File: src/rtl/vtor_pkg.sv
// Constants and carrier types for the vertical timing and row preset block
package vtor_pkg;

    // Indexed I/O port addresses (monochrome and colour decodes)
    localparam logic [15:0] IO_INDEX_MONO  = 16'h03B4;
    localparam logic [15:0] IO_DATA_MONO   = 16'h03B5;
    localparam logic [15:0] IO_INDEX_COLOR = 16'h03D4;
    localparam logic [15:0] IO_DATA_COLOR  = 16'h03D5;

    // Register indices behind the data port
    localparam logic [7:0] IDX_VTOTAL      = 8'h06;
    localparam logic [7:0] IDX_OVERFLOW    = 8'h07;
    localparam logic [7:0] IDX_PRESET_ROW  = 8'h08;
    localparam logic [7:0] IDX_MAX_SCAN    = 8'h09;
    localparam logic [7:0] IDX_START_HIGH  = 8'h0C;
    localparam logic [7:0] IDX_START_LOW   = 8'h0D;
    localparam logic [7:0] IDX_VSYNC_START = 8'h10;
    localparam logic [7:0] IDX_VDISP_END   = 8'h12;
    localparam logic [7:0] IDX_VBLANK_START = 8'h15;
    localparam logic [7:0] IDX_LINE_CMP    = 8'h18;
    localparam logic [7:0] IDX_EXT_VTOTAL  = 8'h30;
    localparam logic [7:0] IDX_EXT_VDISP   = 8'h31;
    localparam logic [7:0] IDX_EXT_VSYNC   = 8'h32;
    localparam logic [7:0] IDX_EXT_VBLANK  = 8'h33;

    // Overflow register field positions
    localparam int OV_VTOTAL_B8  = 0;
    localparam int OV_VDISP_B8   = 1;
    localparam int OV_VSYNC_B8   = 2;
    localparam int OV_VBLANK_B8  = 3;
    localparam int OV_LCMP_B8    = 4;
    localparam int OV_VTOTAL_B9  = 5;
    localparam int OV_VDISP_B9   = 6;
    localparam int OV_VSYNC_B9   = 7;
    // Maximum scan line register field positions
    localparam int MS_VBLANK_B9  = 5;
    localparam int MS_LCMP_B9    = 6;
    // Preset row register fields
    localparam int PR_PAN_HI     = 6;
    localparam int PR_PAN_LO     = 5;
    localparam int PR_ROW_HI     = 4;

    // Reset values (none documented, all registers clear)
    localparam logic [7:0] RST_REG     = 8'h00;
    localparam logic [6:0] RST_PRESET  = 7'h00;

    // Pan step sizes in pixels and vertical sync length in lines
    localparam logic [5:0] PAN_STEP9   = 6'h09;
    localparam logic [5:0] PAN_STEP8   = 6'h08;
    localparam logic [11:0] VSYNC_LINES = 12'h002;

    // Assembled vertical timing values
    typedef struct packed {
        logic [11:0] vtotal;
        logic [11:0] vdisp_end;
        logic [11:0] vblank_start;
        logic [11:0] vsync_start;
        logic [11:0] line_cmp;
    } vtor_timing_t;

endpackage

File: src/rtl/vtor_top.sv
// Vertical timing assembly, line-compare split, panning and row preset logic
//
// Summary of operation
// Line compare is ten bits: low byte, overflow bit 4, max-scan bit 6.
// Matching line compare in active area restarts memory address at zero.
// Upper part starts at programmed start address, lower part at byte zero.
// Software normally sets line compare beyond the active area.
// Mode bit selects ten-bit standard or twelve-bit extended vertical values.
// Standard blank start: low byte, overflow bit 3, max-scan bit 5.
// Extended blank start upper nibble from extension register, overflow bits ignored.
// Standard sync start: low byte, overflow bit 2, overflow bit 7.
// Extended sync start upper nibble from extension register, overflow bits ignored.
// Standard display end: low byte, overflow bit 1, overflow bit 6.
// Extended display end upper nibble from extension register, overflow bits ignored.
// Software sets display end to active lines minus one.
// Standard total: low byte, overflow bit 0, overflow bit 5.
// Extended total upper nibble from extension register, overflow bits ignored.
// Software sets vertical total to total lines minus two.
// Software sets blank and sync start to their starting line index.
// Byte pan field shifts image left zero to three characters.
// Byte pan gives steps of nine pixels in 9-dot text, else eight.
// Pixel pan value adds single-pixel shifts on top of byte pan.
// Starting row scan selects first box line shown in top text row.
// Software normally leaves starting row scan at zero.
// Reserved preset bit 7 reads zero and ignores writes.
`timescale 1ns/10ps

module vtor_top
    import vtor_pkg::*;
(
    input  wire logic         clk,
    input  wire logic         rst,
    input  wire logic [15:0]  io_addr,
    input  wire logic         io_wr,
    input  wire logic         io_rd,
    input  wire logic [7:0]   io_wdata,
    output logic      [7:0]   io_rdata,
    output logic              io_rvalid,
    input  wire logic         ext_mode,
    input  wire logic [3:0]   pixel_pan,
    input  wire logic         char_9dot,
    input  wire logic         line_start,
    input  wire logic [15:0]  row_pitch,
    output vtor_timing_t      timing,
    output logic      [11:0]  line_count,
    output logic              vactive,
    output logic              vblank,
    output logic              vsync,
    output logic              split_active,
    output logic      [15:0]  mem_addr,
    output logic      [4:0]   row_scan,
    output logic      [5:0]   pan_shift
);

    logic [7:0]   index_reg;
    logic [7:0]   vtotal_reg;
    logic [7:0]   overflow_reg;
    logic [6:0]   preset_row_reg;
    logic [7:0]   max_scanline_reg;
    logic [7:0]   start_addr_high_reg;
    logic [7:0]   start_addr_low_reg;
    logic [7:0]   vsync_start_reg;
    logic [7:0]   vdisp_end_reg;
    logic [7:0]   vblank_start_reg;
    logic [7:0]   line_compare_low_reg;
    logic [7:0]   ext_vtotal_reg;
    logic [7:0]   ext_vdisp_end_reg;
    logic [7:0]   ext_vsync_start_reg;
    logic [7:0]   ext_vblank_start_reg;
    logic         index_hit;
    logic         data_hit;
    logic [7:0]   next_rdata;
    vtor_timing_t next_timing;
    logic [11:0]  next_count;
    logic [11:0]  vsync_end;
    logic         next_in_active;
    logic [5:0]   pan_base;

    // Port decode accepts both the mono and colour address pairs
    assign index_hit = (io_addr == IO_INDEX_MONO) || (io_addr == IO_INDEX_COLOR);
    assign data_hit  = (io_addr == IO_DATA_MONO) || (io_addr == IO_DATA_COLOR);

    // Index register selects which timing register the data port reaches
    always_ff @(posedge clk or posedge rst) begin
        if (rst) begin
            index_reg <= RST_REG;
        end else if (io_wr && index_hit) begin
            index_reg <= io_wdata;
        end
    end

    // Data port writes; unmapped indices are dropped silently
    always_ff @(posedge clk or posedge rst) begin
        if (rst) begin
            vtotal_reg           <= RST_REG;
            overflow_reg         <= RST_REG;
            preset_row_reg       <= RST_PRESET;
            max_scanline_reg     <= RST_REG;
            start_addr_high_reg  <= RST_REG;
            start_addr_low_reg   <= RST_REG;
            vsync_start_reg      <= RST_REG;
            vdisp_end_reg        <= RST_REG;
            vblank_start_reg     <= RST_REG;
            line_compare_low_reg <= RST_REG;
            ext_vtotal_reg       <= RST_REG;
            ext_vdisp_end_reg    <= RST_REG;
            ext_vsync_start_reg  <= RST_REG;
            ext_vblank_start_reg <= RST_REG;
        end else if (io_wr && data_hit) begin
            unique case (index_reg)
                IDX_VTOTAL:       vtotal_reg           <= io_wdata;
                IDX_OVERFLOW:     overflow_reg         <= io_wdata;
                IDX_PRESET_ROW:   preset_row_reg       <= io_wdata[6:0];
                IDX_MAX_SCAN:     max_scanline_reg     <= io_wdata;
                IDX_START_HIGH:   start_addr_high_reg  <= io_wdata;
                IDX_START_LOW:    start_addr_low_reg   <= io_wdata;
                IDX_VSYNC_START:  vsync_start_reg      <= io_wdata;
                IDX_VDISP_END:    vdisp_end_reg        <= io_wdata;
                IDX_VBLANK_START: vblank_start_reg     <= io_wdata;
                IDX_LINE_CMP:     line_compare_low_reg <= io_wdata;
                IDX_EXT_VTOTAL:   ext_vtotal_reg       <= io_wdata;
                IDX_EXT_VDISP:    ext_vdisp_end_reg    <= io_wdata;
                IDX_EXT_VSYNC:    ext_vsync_start_reg  <= io_wdata;
                IDX_EXT_VBLANK:   ext_vblank_start_reg <= io_wdata;
                default: ;
            endcase
        end
    end

    // Read mux; unmapped indices read as zero
    always_comb begin
        next_rdata = RST_REG;
        if (index_hit) begin
            next_rdata = index_reg;
        end else if (data_hit) begin
            unique case (index_reg)
                IDX_VTOTAL:       next_rdata = vtotal_reg;
                IDX_OVERFLOW:     next_rdata = overflow_reg;
                IDX_PRESET_ROW:   next_rdata = {1'b0, preset_row_reg};
                IDX_MAX_SCAN:     next_rdata = max_scanline_reg;
                IDX_START_HIGH:   next_rdata = start_addr_high_reg;
                IDX_START_LOW:    next_rdata = start_addr_low_reg;
                IDX_VSYNC_START:  next_rdata = vsync_start_reg;
                IDX_VDISP_END:    next_rdata = vdisp_end_reg;
                IDX_VBLANK_START: next_rdata = vblank_start_reg;
                IDX_LINE_CMP:     next_rdata = line_compare_low_reg;
                IDX_EXT_VTOTAL:   next_rdata = ext_vtotal_reg;
                IDX_EXT_VDISP:    next_rdata = ext_vdisp_end_reg;
                IDX_EXT_VSYNC:    next_rdata = ext_vsync_start_reg;
                IDX_EXT_VBLANK:   next_rdata = ext_vblank_start_reg;
                default:          next_rdata = RST_REG;
            endcase
        end
    end

    // Read data is registered and flagged for one cycle
    always_ff @(posedge clk or posedge rst) begin
        if (rst) begin
            io_rdata  <= RST_REG;
            io_rvalid <= 1'b0;
        end else begin
            io_rvalid <= io_rd && (index_hit || data_hit);
            if (io_rd) begin
                io_rdata <= next_rdata;
            end
        end
    end

    // Assemble vertical values; extended mode ignores the overflow bits except in line compare
    always_comb begin
        next_timing.line_cmp = {2'b00, max_scanline_reg[MS_LCMP_B9], overflow_reg[OV_LCMP_B8],
                                line_compare_low_reg};
        if (ext_mode) begin
            next_timing.vtotal       = {ext_vtotal_reg[3:0], vtotal_reg};
            next_timing.vdisp_end    = {ext_vdisp_end_reg[3:0], vdisp_end_reg};
            next_timing.vblank_start = {ext_vblank_start_reg[3:0], vblank_start_reg};
            next_timing.vsync_start  = {ext_vsync_start_reg[3:0], vsync_start_reg};
        end else begin
            next_timing.vtotal       = {2'b00, overflow_reg[OV_VTOTAL_B9], overflow_reg[OV_VTOTAL_B8],
                                        vtotal_reg};
            next_timing.vdisp_end    = {2'b00, overflow_reg[OV_VDISP_B9], overflow_reg[OV_VDISP_B8],
                                        vdisp_end_reg};
            next_timing.vblank_start = {2'b00, max_scanline_reg[MS_VBLANK_B9], overflow_reg[OV_VBLANK_B8],
                                        vblank_start_reg};
            next_timing.vsync_start  = {2'b00, overflow_reg[OV_VSYNC_B9], overflow_reg[OV_VSYNC_B8],
                                        vsync_start_reg};
        end
    end

    // Registered copy keeps the counter path off the register mux
    always_ff @(posedge clk or posedge rst) begin
        if (rst) begin
            timing <= '0;
        end else begin
            timing <= next_timing;
        end
    end

    // Frame holds total plus two lines, so the last index is total plus one
    assign next_count     = (line_count == timing.vtotal + 12'h001) ? 12'h000 : line_count + 12'h001;
    assign next_in_active = next_count <= timing.vdisp_end;
    assign vsync_end      = timing.vsync_start + VSYNC_LINES;

    // Scan line counter and vertical flags, advanced once per line
    always_ff @(posedge clk or posedge rst) begin
        if (rst) begin
            line_count <= 12'h000;
            vactive    <= 1'b1;
            vblank     <= 1'b0;
            vsync      <= 1'b0;
        end else if (line_start) begin
            line_count <= next_count;
            vactive    <= next_in_active;
            if (next_count == 12'h000) begin
                vblank <= 1'b0;
            end else if (next_count == timing.vblank_start) begin
                vblank <= 1'b1;
            end
            vsync <= (next_count >= timing.vsync_start) && (next_count < vsync_end);
        end
    end

    // Address and row scan; the split restart overrides the normal row advance
    always_ff @(posedge clk or posedge rst) begin
        if (rst) begin
            mem_addr     <= 16'h0000;
            row_scan     <= 5'h00;
            split_active <= 1'b0;
        end else if (line_start) begin
            if (next_count == 12'h000) begin
                mem_addr     <= {start_addr_high_reg, start_addr_low_reg};
                row_scan     <= preset_row_reg[PR_ROW_HI:0];
                split_active <= 1'b0;
            end else if (next_in_active && next_count == timing.line_cmp) begin
                mem_addr     <= 16'h0000;
                row_scan     <= 5'h00;
                split_active <= 1'b1;
            end else if (row_scan == max_scanline_reg[4:0]) begin
                mem_addr <= mem_addr + row_pitch;
                row_scan <= 5'h00;
            end else begin
                row_scan <= row_scan + 5'h01;
            end
        end
    end

    // Byte pan step depends on the character box width
    always_comb begin
        unique case (preset_row_reg[PR_PAN_HI:PR_PAN_LO])
            2'b00: pan_base = 6'h00;
            2'b01: pan_base = char_9dot ? PAN_STEP9 : PAN_STEP8;
            2'b10: pan_base = char_9dot ? PAN_STEP9 + PAN_STEP9 : PAN_STEP8 + PAN_STEP8;
            2'b11: pan_base = char_9dot ? PAN_STEP9 + PAN_STEP9 + PAN_STEP9
                                        : PAN_STEP8 + PAN_STEP8 + PAN_STEP8;
        endcase
    end

    // Total left shift; 27 plus 15 still fits six bits
    always_ff @(posedge clk or posedge rst) begin
        if (rst) begin
            pan_shift <= 6'h00;
        end else begin
            pan_shift <= pan_base + {2'b00, pixel_pan};
        end
    end
endmodule

File: config.mk
export PLATFORM = sky130hd
export DESIGN_NAME = vtor_top
export DESIGN_NICKNAME = d
export VERILOG_FILES = /design/src/rtl/vtor_pkg.sv /design/src/rtl/vtor_top.sv
export SDC_FILE = /design/constraint.sdc
export NUM_CORES = 1
export LEC_CHECK = 0
export BUFFER_PORTS_ARGS = -buffer_cell sky130_fd_sc_hd__buf_2
export CORE_UTILIZATION = 50
export DETAILED_ROUTE_END_ITERATION = 12
export PLACE_DENSITY = 0.8
export SETUP_SLACK_MARGIN = 0.02
export SYNTH_ARGS = -nofsm -noshare
export SYNTH_HDL_FRONTEND = slang
export SYNTH_SLANG_ARGS = --single-unit
File: constraint.sdc
create_clock -name clk -period 14 [get_ports clk]
set_clock_uncertainty 0.2 [all_clocks]
set_input_delay 0.7 -clock clk [delete_from_list [all_inputs] [get_ports clk]]
set_output_delay 0.7 -clock clk [all_outputs]
set_load 0.005 [all_outputs]
==> impl_metrics.py <==
metrics = {
    "finish": {
        "regMostFlops": "timing",
        "drive_above_1_share_pct": 29.3,
        "fin_cells": 1607,
        "finalNetCount": 1377,
        "area_growth_pct": 14.6,
        "largest_register_ffs": 58,
        "post-route-util_pct": 58.6,
        "n_antenna_cell": 0,
        "fillers": 2003,
        "reg_top3": "timing: 58 flops, mem_addr: 16 flops, line_count: 12 flops",
    },
    "status": {
        "status": "finished, final reports clean",
    },
    "synthesis": {
        "yosysSeqAreaShare_pct": 46.1,
        "syn_inst": 1125,
        "synth_seq_cells": 229,
        "yosys-top-cells-count": "dfrtp_1 (228), mux2_2 (148), nor2_1 (69)",
        "yosys.area.top_type": "dfrtp_1",
        "synthDistinctLibCells": 82,
        "netlist_area_mm2": 0.0124,
        "synth.area.top_cells": "dfrtp_1 (46%), mux2_2 (13%), ha_1 (5.8%)",
        "syn_area_per_cell_um2": 11.1,
        "synth_warnings": 0,
        "synth.most_common_cell": "dfrtp_1",
        "synth-edff-count": 0,
        "synthFlopType": "dfrtp_1",
        "synth_top_area_share_pct": 45.9,
        "async_flop_share_pct": 100,
    },
    "die": {
        "fp.coreArea_mm2": 0.0243,
        "die-height_um": 160,
        "initial_core_util_pct": 51.1,
        "ios": 163,
        "fp.dieW_um": 160,
        "die-area_mm2": 0.0255,
        "num_rows": 57,
    },
    "critical_path": {
        "cp_num_buf_inv": 0,
        "cp.arrival_ps": 5360,
        "crit_family": "compound AO/OA/AOI/OAI gates",
        "crit_top_cell": "a21o_1",
        "crit_path_max_incr_delay_ps": 690,
        "path_cells": "nand4_2 > or4_1 > o21ai_1 > o22ai_1 > a211oi_4 > nor2_1 > ha_1 > a21o_1 > a21o_1 > a21o_1 > a211oi_1 > o2111ai_1 > a21boi_0 > and4_4 > and3_4 > nor3_1",
        "worstSetupPathType": "register to register",
        "cp-end-kind": "register",
        "start_kind": "register",
        "slowest_stage": "a211oi_4",
        "critPathRequiredTime_ps": 14190,
        "path_max_fanout": 19,
    },
    "routing": {
        "dr.pass1.iters": 5,
        "antenna_left": 0,
        "drt_iter0_drc": 1118,
        "vias": 10109,
        "vias_per_cell": 6.29,
        "wl_mm": 36.0,
        "drc": 0,
        "wl_per_cell_um": 22.4,
    },
    "hold_path": {
        "min_path_type": "register to register",
    },
    "grt": {
        "antenna_found_initial": 1,
        "grt_usage_pct": 28.4,
        "grt_max_degree": 151,
        "grt_pass1_vias": 9627,
        "grt-ovfl-total": 0,
        "grt_pass1_wl_mm": 56.2,
    },
    "clock_tree": {
        "ctsResizeCount": 0,
        "clkSinkCount": 229,
        "cts.reportedPaths.clkPinSlew_ps": 60,
        "clkLatencyLatePin_ps": 520,
        "clockBufferDepth": 3,
        "htreeDepth": 1,
        "numCtsBuffers": 24,
        "ctsHoldBuffers": 0,
        "cts_setup_buffers": 0,
        "cts_tree": "yes",
        "cts_root_buf": "clkbuf_16",
    },
    "power": {
        "p_sw_mw": 0.789,
        "seqPwrFrac_pct": 35.2,
        "p_int_mw": 1.43,
        "combPwrFrac_pct": 36.9,
        "vdd_drop_max_v": 0.000104,
        "clkPwrFrac_pct": 27.9,
        "leakage_nw": 6.89,
        "powerDensity_mw_per_mm2": 156,
        "p_total_mw": 2.22,
        "swShare_pct": 35.6,
    },
    "sta": {
        "finalSetupTns_ps": 0,
        "finalHoldViolCount": 0,
        "slew_headroom_pct": 13.8,
        "rsz0062_at_grt": "no",
        "max_freq_ghz": 0.193,
        "tightest_slew_ps": 1280,
        "period_needed_ps": 5170,
        "slew_viol_final": 0,
        "post-route-period-util_pct": 36.9,
        "setup_viol": 0,
    },
    "place": {
        "place.gp.congestion": 0.976,
        "place_hpwl_mm": 26.4,
        "dp_cells": 1564,
        "io_buffers": 160,
    },
    "run": {
        "drv_cap": 0,
    },
}
## routing by layer
metal	up-vias	global-route usage, %	wire length [um]
li1	4445	-	-
met1	5015	37.9	14700
met2	524	45.2	16700
met3	123	4.16	2700
met4	2	14.6	1960
met5	-	0	35
## final cells by class
type | count | area [um^2] | share of cell area (%)
Sequential cell | 229 | 5730 | 40.2
Timing Repair Buffer | 165 | 838 | 5.89
Tap cell | 324 | 405 | 2.85
Clock inverter | 6 | 66.3 | 0.466
Clock buffer | 37 | 701 | 4.92
Inverter | 38 | 150 | 1.05
Multi-Input combinational cell | 808 | 6350 | 44.6
## worst reg2reg max path: stages, from the launching register on
cell	delay [ps]
dfrtp_1	540
nand4_2	200
or4_1	550
o21ai_1	210
o22ai_1	160
a211oi_4	690
nor2_1	260
ha_1	360
a21o_1	170
a21o_1	170
a21o_1	170
a211oi_1	220
o2111ai_1	180
a21boi_0	200
and4_4	370
and3_4	320
nor3_1	90
## cells by family after synthesis
group,count (synthesis),synth area share [%]
AOI/OAI and AO/OA,232,13.3
xor gates and xnor gates,65,4.58
adders and majority gates,60,6.16
buffers and inverters,89,2.99
DFF,229,46.1
muxes,167,15.0
other,1,0.0302
and+or+nand+nor,282,11.8
## power by group through the flow
stage	logic, mW	registers [mW]	clock network (mW)
6_report	0.819	0.781	0.620
5_1_grt	0.899	0.785	0.650
4_1_cts	0.811	0.779	0.624
3_5_place_dp	0.803	0.790	0
3_3_place_gp	0.783	0.788	0
2_1_floorplan	0.613	0.761	0
## through the flow
stage / hold WS [ps] / worst slack (ps) / cell area [um^2]
2_1_floorplan: 164 / 6830 / 12400
3_3_place_gp: 175 / 9010 / 13500
3_5_place_dp: 184 / 8910 / 13500
4_1_cts: 196 / 8870 / 14200
5_1_grt: 215 / 8520 / 14200
6_report: 203 / 8830 / 14200
## cells in the final DEF, fill, tap and decap left out, types with 4 or more instances in the layout
master	count
clkbuf_16	25
a31oi_1	19
a31o_2	7
a22o_1	11
nor2_1	69
clkbuf_1	9
o2111ai_1	5
or3_1	5
a221oi_1	15
or2_2	4
nor2b_1	13
ha_1	58
mux2_2	148
and2_1	12
o21ai_0	28
xor2_1	17
nand3_1	28
a21oi_1	41
nand4_1	10
nand2_1	56
a21o_1	23
buf_4	5
mux2i_1	18
and4_1	7
o21a_1	4
buf_2	160
xnor2_1	48
o211ai_1	7
a211oi_1	20
inv_1	36
and3_1	8
a22oi_1	11
nor3_1	28
nand2b_1	8
nor4_1	8
or4_1	5
o22ai_1	6
dfrtp_1	228
## path summary, 6_finish.rpt
kind | endpoint | cells past startpoint | startpoint | slack [ps]
worst max-delay path | mem_addr[15]$_DFFE_PP0P_ | 16 | timing[51]$_DFF_PP0_ | 8830
worst min-delay path | timing[7]$_DFF_PP0_ | 0 | line_compare_low_reg[7]$_DFFE_PP0P_ | 200
worst max register to register | mem_addr[15]$_DFFE_PP0P_ | 16 | timing[51]$_DFF_PP0_ | 8830
worst min register to register | timing[7]$_DFF_PP0_ | 0 | line_compare_low_reg[7]$_DFFE_PP0P_ | 200
max in group asynchronous | vdisp_end_reg[5]$_DFFE_PP0P_ | 3 | rst | 11790
min in group asynchronous | mem_addr[15]$_DFFE_PP0P_ | 2 | rst | 220
Power figures use the tool's default switching activity.
